$ cat src/hw/sces_pkg.sv
// shared types and constants for the smart-card error status flags block
package sces_pkg;

   localparam int unsigned DATA_W      = 8;
   localparam logic        FLAG_RESET  = 1'b0;
   localparam logic        CLEAR_VALUE = 1'b0;
   // idle level of the serial line, also the synchroniser's reset value
   localparam logic        LINE_IDLE   = 1'b1;

   // ---------------------------------------------------------------
   // protocol modes
   // ---------------------------------------------------------------
   typedef enum logic
   {
      SCES_MODE_T0,
      SCES_MODE_T1
   } sces_mode_t;

   // software write to the status flags: strobe plus the written bits
   typedef struct packed
   {
      logic wr;
      logic overrun_wdata;
      logic error_signal_wdata;
   } sces_flag_wr_t;

   // a character completed by the receive shift register
   typedef struct packed
   {
      logic              done;
      logic              parity_bad;
      logic [DATA_W-1:0] data;
   } sces_rx_char_t;

endpackage : sces_pkg

$ cat src/hw/sces_error_flags.sv
// overrun and error-signal status flags with the receive data register
`timescale 1ns/100ps

// How it works
// - overrun flag resets to 0; 1 means reception ended on overrun.
// - overrun sets when a reception completes while receive-data-full is 1, except a parity-bad one in T=0.
// - software writing 0 to the overrun flag clears it.
// - dropping receive enable leaves the overrun flag as it was.
// - on overrun the held character stays, the new one is dropped.
// - while overrun is 1 no further reception is accepted.
// - error-signal flag resets to 0, sets when card reports parity error.
// - transmitter sets error-signal flag on sampling the card's error signal.
// - in T=1 mode the error-signal flag is never set.
// - software writing 0 to the error-signal flag clears it.
// - dropping transmit enable leaves the error-signal flag as it was.
// - receive-data-full sets when a character passes normally to the register.
module sces_error_flags
(
   input  wire logic                      mclk,
   input  wire logic                      resetn,
   input  wire sces_pkg::sces_mode_t      protocol_mode,
   input  wire logic                      receive_enable_control,
   input  wire logic                      transmit_enable_control,
   input  wire sces_pkg::sces_rx_char_t   rx_char,
   input  wire logic                      rx_data_read,
   input  wire logic                      rx_full_wr,
   input  wire logic                      rx_full_wdata,
   input  wire sces_pkg::sces_flag_wr_t   flag_wr,
   input  wire logic                      tx_error_window,
   input  wire logic                      line_in,
   output logic                           overrun_error_flag,
   output logic                           error_signal_status_flag,
   output logic                           receive_data_full_flag,
   output logic [sces_pkg::DATA_W-1:0]    receive_data_register,
   output logic                           rx_stalled
);
   import sces_pkg::*;

   // ---------------------------------------------------------------
   // shared decode
   // ---------------------------------------------------------------
   // a write clears a flag only where its bit carries the clear value,
   // so software can clear one flag while writing 1 to the other
   function automatic logic write_clears
   (
      input logic wr,
      input logic wdata
   );
      write_clears = wr && (wdata == CLEAR_VALUE);
   endfunction : write_clears

   // an event that lands on the clearing write wins, otherwise a
   // character or error signal in that cycle would go unreported
   function automatic logic sticky_next
   (
      input logic cur,
      input logic set,
      input logic clr
   );
      sticky_next = set ? 1'b1 : (clr ? 1'b0 : cur);
   endfunction : sticky_next

   // ---------------------------------------------------------------
   // line sampling
   // ---------------------------------------------------------------
   logic line_sync;

   sces_sync u_line_sync
   (
      .mclk   (mclk),
      .resetn (resetn),
      .din    (line_in),
      .dout   (line_sync)
   );

   // ---------------------------------------------------------------
   // receive path decode
   // ---------------------------------------------------------------
   logic overrun_q;
   logic errsig_q;
   logic rx_accept;
   logic rx_normal;
   logic rx_load;
   logic overrun_set;
   logic full_clear;
   logic full_set;
   logic next_full;

   // completions are only seen while receive enable is on; the flags
   // themselves ignore receive enable, so dropping it keeps them
   assign rx_accept   = rx_char.done && receive_enable_control && !overrun_q;
   // in T=0 a parity-bad character never reaches the register
   assign rx_normal   = rx_accept
                        && !(rx_char.parity_bad && (protocol_mode == SCES_MODE_T0));
   assign overrun_set = rx_normal && receive_data_full_flag;
   assign rx_load     = rx_normal && !receive_data_full_flag;
   assign full_set    = rx_load;
   assign full_clear  = rx_data_read || write_clears(rx_full_wr, rx_full_wdata);
   assign next_full   = sticky_next(receive_data_full_flag, full_set, full_clear);

   // ---------------------------------------------------------------
   // overrun flag decode
   // ---------------------------------------------------------------
   logic overrun_clear;
   logic next_overrun;

   // the port copy takes the same next value as the internal flag, so the
   // reported flag and the receive stall always move on one edge; software
   // never sees the flag clear while the receiver is still held
   assign overrun_clear = write_clears(flag_wr.wr, flag_wr.overrun_wdata);
   assign next_overrun  = sticky_next(overrun_q, overrun_set, overrun_clear);

   // ---------------------------------------------------------------
   // transmit error signal decode
   // ---------------------------------------------------------------
   logic errsig_set;

   // a low level in the guard window is the card's error signal;
   // transmit enable is not consulted so clearing it keeps the flag
   assign errsig_set = tx_error_window && !line_sync
                       && (protocol_mode == SCES_MODE_T0);

   logic errsig_clear;
   logic next_errsig;

   // transmit enable is not an input to either term, which keeps the flag
   // through a transmitter shutdown
   assign errsig_clear = write_clears(flag_wr.wr, flag_wr.error_signal_wdata);
   assign next_errsig  = sticky_next(errsig_q, errsig_set, errsig_clear);

   // ---------------------------------------------------------------
   // sticky flags
   // ---------------------------------------------------------------
   sces_flag u_overrun
   (
      .mclk   (mclk),
      .resetn (resetn),
      .set    (overrun_set),
      .wr     (flag_wr.wr),
      .wdata  (flag_wr.overrun_wdata),
      .flag   (overrun_q)
   );

   sces_flag u_errsig
   (
      .mclk   (mclk),
      .resetn (resetn),
      .set    (errsig_set),
      .wr     (flag_wr.wr),
      .wdata  (flag_wr.error_signal_wdata),
      .flag   (errsig_q)
   );

   // ---------------------------------------------------------------
   // output registers
   // ---------------------------------------------------------------
   // a read or a write of 0 in the cycle of a new load leaves the flag set
   always_ff @(posedge mclk or negedge resetn)
   begin
      if (!resetn)
         receive_data_full_flag <= FLAG_RESET;
      else
         receive_data_full_flag <= next_full;
   end

   // only a normal load replaces the held character; overrun and refused
   // completions never touch it
   always_ff @(posedge mclk or negedge resetn)
   begin
      if (!resetn)
         receive_data_register <= '0;
      else if (rx_load)
         receive_data_register <= rx_char.data;
   end

   // the internal flag gates reception, this copy only reports it
   always_ff @(posedge mclk or negedge resetn)
   begin
      if (!resetn)
         overrun_error_flag <= FLAG_RESET;
      else
         overrun_error_flag <= next_overrun;
   end

   // transmit enable never reaches this register
   always_ff @(posedge mclk or negedge resetn)
   begin
      if (!resetn)
         error_signal_status_flag <= FLAG_RESET;
      else
         error_signal_status_flag <= next_errsig;
   end

   // the stall follows the overrun flag exactly; reception resumes on the
   // edge that clears the flag
   always_ff @(posedge mclk or negedge resetn)
   begin
      if (!resetn)
         rx_stalled <= FLAG_RESET;
      else
         rx_stalled <= next_overrun;
   end

   // ---------------------------------------------------------------
   // checks
   // ---------------------------------------------------------------
   overrun_sets_a: assert property (@(posedge mclk) disable iff (!resetn)
      overrun_set |=> overrun_error_flag)
      else $error("overrun flag did not set");

   overrun_data_a: assert property (@(posedge mclk) disable iff (!resetn)
      overrun_set |=> $stable(receive_data_register))
      else $error("held character overwritten on overrun");

   overrun_stall_a: assert property (@(posedge mclk) disable iff (!resetn)
      overrun_q |-> !rx_load)
      else $error("character loaded while overrun pending");

   overrun_clear_a: assert property (@(posedge mclk) disable iff (!resetn)
      (flag_wr.wr && !flag_wr.overrun_wdata && !overrun_set) |=> !overrun_error_flag)
      else $error("overrun flag not cleared by write of 0");

   overrun_hold_a: assert property (@(posedge mclk) disable iff (!resetn)
      (overrun_error_flag && !(flag_wr.wr && !flag_wr.overrun_wdata)) |=> overrun_error_flag)
      else $error("overrun flag dropped without a write of 0");

   errsig_t1_a: assert property (@(posedge mclk) disable iff (!resetn)
      (protocol_mode == SCES_MODE_T1 && !error_signal_status_flag) |=> !errsig_q)
      else $error("error signal flag set in T=1 mode");

   errsig_clear_a: assert property (@(posedge mclk) disable iff (!resetn)
      (flag_wr.wr && !flag_wr.error_signal_wdata && !errsig_set)
      |=> !error_signal_status_flag)
      else $error("error signal flag not cleared by write of 0");

   full_sets_a: assert property (@(posedge mclk) disable iff (!resetn)
      rx_load |=> (receive_data_full_flag && receive_data_register == $past(rx_char.data)))
      else $error("normal character did not fill the register");

   // ---------------------------------------------------------------
   // further receive checks
   // ---------------------------------------------------------------
   overrun_rise_a: assert property (@(posedge mclk) disable iff (!resetn)
      $rose(overrun_error_flag) |-> $past(overrun_set))
      else $error("overrun flag rose without an overrun");

   data_change_a: assert property (@(posedge mclk) disable iff (!resetn)
      $changed(receive_data_register) |-> $past(rx_load))
      else $error("receive data changed without a normal load");

   rx_refused_a: assert property (@(posedge mclk) disable iff (!resetn)
      (rx_char.done && overrun_error_flag) |=> $stable(receive_data_register))
      else $error("completion accepted while overrun flag set");

   stall_release_a: assert property (@(posedge mclk) disable iff (!resetn)
      (overrun_error_flag && overrun_clear && !overrun_set) |=> !rx_stalled)
      else $error("receiver still stalled after overrun clear");

   rx_off_hold_a: assert property (@(posedge mclk) disable iff (!resetn)
      (!receive_enable_control && !overrun_clear)
      |=> (overrun_error_flag == $past(overrun_error_flag)))
      else $error("overrun flag moved while receive enable off");

   full_rise_a: assert property (@(posedge mclk) disable iff (!resetn)
      $rose(receive_data_full_flag) |-> $past(rx_load))
      else $error("full flag rose without a normal load");

   parity_drop_a: assert property (@(posedge mclk) disable iff (!resetn)
      (rx_accept && rx_char.parity_bad && protocol_mode == SCES_MODE_T0)
      |=> $stable(receive_data_register))
      else $error("parity-bad character loaded in T=0 mode");

   t1_parity_load_a: assert property (@(posedge mclk) disable iff (!resetn)
      (rx_accept && protocol_mode == SCES_MODE_T1 && !receive_data_full_flag)
      |=> (receive_data_full_flag && receive_data_register == $past(rx_char.data)))
      else $error("character not loaded in T=1 mode");

   // ---------------------------------------------------------------
   // further transmit checks
   // ---------------------------------------------------------------
   errsig_sets_a: assert property (@(posedge mclk) disable iff (!resetn)
      errsig_set |=> error_signal_status_flag)
      else $error("error signal flag did not set");

   errsig_rise_a: assert property (@(posedge mclk) disable iff (!resetn)
      $rose(error_signal_status_flag) |-> $past(errsig_set))
      else $error("error signal flag rose without an error signal");

   errsig_mode_a: assert property (@(posedge mclk) disable iff (!resetn)
      $rose(error_signal_status_flag) |-> ($past(protocol_mode) == SCES_MODE_T0))
      else $error("error signal flag rose outside T=0 mode");

   errsig_hold_a: assert property (@(posedge mclk) disable iff (!resetn)
      (error_signal_status_flag && !errsig_clear) |=> error_signal_status_flag)
      else $error("error signal flag dropped without a write of 0");

   tx_off_hold_a: assert property (@(posedge mclk) disable iff (!resetn)
      (!transmit_enable_control && error_signal_status_flag && !errsig_clear)
      |=> error_signal_status_flag)
      else $error("error signal flag lost while transmit enable off");

endmodule : sces_error_flags

$ cat src/hw/sces_flag.sv
// one sticky status flag: hardware set, software write-0 clear
`timescale 1ns/100ps
module sces_flag
(
   input  wire logic mclk,
   input  wire logic resetn,
   input  wire logic set,
   input  wire logic wr,
   input  wire logic wdata,
   output logic      flag
);
   import sces_pkg::*;

   logic clear;
   logic next_flag;

   // writing 1 does nothing; the set beats a simultaneous clear
   assign clear     = wr && (wdata == CLEAR_VALUE);
   assign next_flag = set ? 1'b1 : (clear ? 1'b0 : flag);

   always_ff @(posedge mclk or negedge resetn)
   begin
      if (!resetn)
         flag <= FLAG_RESET;
      else
         flag <= next_flag;
   end

endmodule : sces_flag

$ cat src/hw/sces_sync.sv
// two-flop synchroniser for one line-side level
`timescale 1ns/100ps
module sces_sync
(
   input  wire logic mclk,
   input  wire logic resetn,
   input  wire logic din,
   output logic      dout
);
   import sces_pkg::*;

   logic stage1;

   always_ff @(posedge mclk or negedge resetn)
   begin
      if (!resetn)
      begin
         stage1 <= LINE_IDLE;
         dout   <= LINE_IDLE;
      end
      else
      begin
         stage1 <= din;
         dout   <= stage1;
      end
   end

endmodule : sces_sync
$ cat config.mk
export PLATFORM = sky130hd
export DESIGN_NAME = sces_error_flags
export DESIGN_NICKNAME = d
export VERILOG_FILES = /design/src/hw/sces_pkg.sv /design/src/hw/sces_error_flags.sv /design/src/hw/sces_flag.sv /design/src/hw/sces_sync.sv
export SDC_FILE = /design/constraint.sdc
export NUM_CORES = 1
export LEC_CHECK = 0
export BUFFER_PORTS_ARGS = -buffer_cell sky130_fd_sc_hd__buf_2
export CELL_PAD_IN_SITES_DETAIL_PLACEMENT = 0
export CELL_PAD_IN_SITES_GLOBAL_PLACEMENT = 1
export CORE_ASPECT_RATIO = 0.7
export CORE_UTILIZATION = 25
export CTS_BUF_LIST = sky130_fd_sc_hd__clkbuf_2
export DETAILED_ROUTE_END_ITERATION = 12
export HOLD_SLACK_MARGIN = 0.12
export MAX_ROUTING_LAYER = met4
export PLACE_DENSITY_LB_ADDON = 0.1
export SETUP_SLACK_MARGIN = 0.5
export SLEW_MARGIN = 20
export SYNTH_ARGS = -nofsm -noshare
export SYNTH_HDL_FRONTEND = slang
export SYNTH_SLANG_ARGS = --single-unit
$ cat constraint.sdc
create_clock -name mclk -period 2.8 [get_ports mclk]
set_clock_uncertainty 0.05 [all_clocks]
set_input_delay 0.14 -clock mclk [delete_from_list [all_inputs] [get_ports mclk]]
set_output_delay 0.14 -clock mclk [all_outputs]
set_load 0.05 [all_outputs]
==> qor.csv <==
stage,metric,value,unit
run_status,outcome,"finished, final reports clean",
finish,layout.cells.most_common,buf_2,
placed_design,numPortBuffers,33,
yosys,netlist.area_leader.share,49.8,%
finish,diodes,0,
finish,fin_nets,110,
clock_network,cts.sinks,13,
floorplanning,die_w,58.2,µm
placed_design,placedCellCount,97,
sta,slew_headroom,81.0,%
clock_network,clk_latency,0.27,ns
pwr,vdd_drop_max,532,µV
yosys,netlist_area,553,µm²
finish,stdcell_count,116,
finish,final_cell_mix,"buf_2, dlygate4sd3_1, dfrtp_1, mux2_4, clkbuf_2",
floorplanning,start_util,28.1,%
global_route,use_met1,13.9,%
clock_network,ctsLongestPathBuffers,2,
setup_path,cp.required,2.92,ns
floorplanning,die_area,2410,µm²
detailed_routing,vias,457,
clock_network,cts_tree,yes,
sta,fin_worst_hold_slack,0.135,ns
sta,rsz0062_at_grt,false,
sta,finalWorstSetupSlack,1.19,ns
setup_path,cp_cell_sequence,dlygate4sd3_1 > buf_2 > nand2b_4 > a41oi_1 > a31oi_1 > dlygate4sd3_1,
detailed_routing,drtPass1Iterations,2,
setup_path,critPathBufInv,3,
global_route,grt_pass1_vias,452,
finish,final_layout_size_suffix_gt1_share,58.1,%
clock_network,ctsResizeCount,0,
yosys,syn_nets,59,
setup_path,start_kind,input port,
floorplanning,core,1970,µm²
setup_path,critical_path.top_delay_family,buffers and inverters,
detailed_routing,wl,1.17,mm
clock_network,clk_pin_slew,0.12,ns
finish,post-route-util,46.1,%
global_route,grt_max_degree,14,
sta,fin_crit_sh,57.4,%
setup_path,worstSetupEndpointType,flip-flop,
clock_network,cts_root_buf,clkbuf_2,
detailed_routing,wl_per_cell,10.1,µm
yosys,postSynthCellCount,36,
detailed_routing,drt-initial-drc-count,6,
floorplanning,pin_count,35,
floorplanning,core.rowCount,13,
yosys,ys_seq_area_share,59.3,%
pwr,pwr_density_cell,1010,nW/µm²
placed_design,dpl-instance-area,737,µm²
setup_path,critPathArrivalTime,1.72,ns
global_route,global_route.usage.met2,19.5,%
yosys,yosysTopAreaCell,dfrtp_1,
yosys,synth.avg_cell_area,15.4,µm²
sta,fin_tns_setup,0,ns
sta,tightest_slew,0.285,ns
sta,finalSetupViolations,0,
setup_path,cp_slowest_cell,dlygate4sd3_1,
global_route,antenna_found_initial,0,
setup_path,path_common_cell,dlygate4sd3_1,
global_route,use_met3,6.48,%
floorplanning,die_h,41.4,µm
yosys,synthTopCellsByArea,"dfrtp_1, mux2_4, dfstp_2",
placed_design,gp_congestion,0.685,
flow_run,drv_cap,0,
pwr,power,919,µW
setup_path,critPathMaxFanout,2,
setup_path,cp_slowest_stage_delay,0.55,ns
sta,timing_max_transition_violations_final,0,
clock_network,cts_buffers,3,
global_route,grt_pass1_wl,1.91,mm
yosys,ys_ff_latch,13,
sta,max_freq,0.622,GHz
global_route,grt-busiest-layer,met2,
hold_path,hp-class,in -> reg,
placed_design,place_ws,1.43,ns
pwr,leakage,0.467,nW
detailed_routing,ant_nets,0,
global_route,grt.total_usage,12.3,%
detailed_routing,drc,0,
global_route,gr-total-overflow,0,
finish,synthToLayoutAreaGrowth,64.0,%
setup_path,path_class,in -> reg,
finish,fillerInstances,198,
detailed_routing,via_per_inst,3.94,
yosys,synth.distinct_cells,14,
yosys,yosysWarnings,0,
finish,design_area,907,µm²
sta,post-route-min-period,1.61,ns
sta,hold_viol,0,
clock_network,h-tree-depth,1,
[where the power goes]
part	switching [mW]	internal, mW	leakage (nW)
registers	0.0441	0.260	0.153
logic	0.342	0.176	0.298
clock network	0.0587	0.0379	0.0166
total	0.445	0.474	0.467
[what timing repair did]
action / 4_1_cts / 5_1_grt
hold buffers: 15 / 0
endpoints found under the hold margin: 25 / 0
buffers inserted: 0 / 0
[registers in the layout, indices dropped and copies added (netlist names)]
| signal | flops |
|---|---|
| u_line_sync.stage1 | 1 |
| receive_data_register | 8 |
| rx_stalled | 1 |
| receive_data_full_flag | 1 |
| u_line_sync.dout | 1 |
| error_signal_status_flag | 1 |
[worst min-delay path: cells and delay by family]
family | cells | cell delay (ns)
AO/OA/AOI/OAI | 1 | 0.14
buffers and inverters | 1 | 0.09
AND/OR/NAND/NOR | 1 | 0.05
[metal layers]
metal / part of all wire [%] / vias up / wire, µm
li1: - / 224 / -
met1: 46 / 215 / 534
met2: 48 / 18 / 557
met3: 6.7 / 0 / 79
met4: 0 / 0 / 0
met5: 0 / - / 0
[cell type report]
type / count / area (µm²) / area share, %
clock buffers: 4 / 20.0 / 2.21
repair buffers: 48 / 315 / 34.8
multi-input cells: 18 / 195 / 21.5
well taps: 30 / 37.5 / 4.14
flip-flops and latches: 13 / 328 / 36.1
inverters: 3 / 11.3 / 1.24
[logic make-up (layout without fill, tap and decap cells)]
group                  count (synthesis)  count (layout)  synth area share, %
DFF                                   13              13                 59.3
muxes                                  8               8                 21.7
AOI/OAI and AO/OA                      5               5                 6.11
and+or+nand+nor                        5               5                 7.46
buffers and inverters                  5              55                 5.43
[synthesized netlist by cell type]
cell type and count:
a31o_2 1, a31oi_1 1, a41oi_1 1, and4_4 1
buf_4 1, buf_6 1, dfrtp_1 11, dfstp_2 2
inv_1 3, mux2_4 8, nand2b_1 2, nand2b_4 1
nor2_1 1, o21ai_0 2
[worst paths after layout]
path / start / endpoint / slack, ns / cells past startpoint
worst max-delay path: protocol_mode / rx_stalled / 1.19 / 6
worst min-delay path: rx_full_wr / receive_data_full_flag / 0.13 / 3
worst max register to register: u_line_sync.dout / error_signal_status_flag / 1.41 / 3
worst min register to register: u_line_sync.stage1 / u_line_sync.dout / 0.31 / 0
max in group asynchronous: resetn / u_line_sync.dout / 2.20 / 2
min in group asynchronous: resetn / receive_data_register[7] / 0.22 / 2
(Power assumes the default switching activity.)
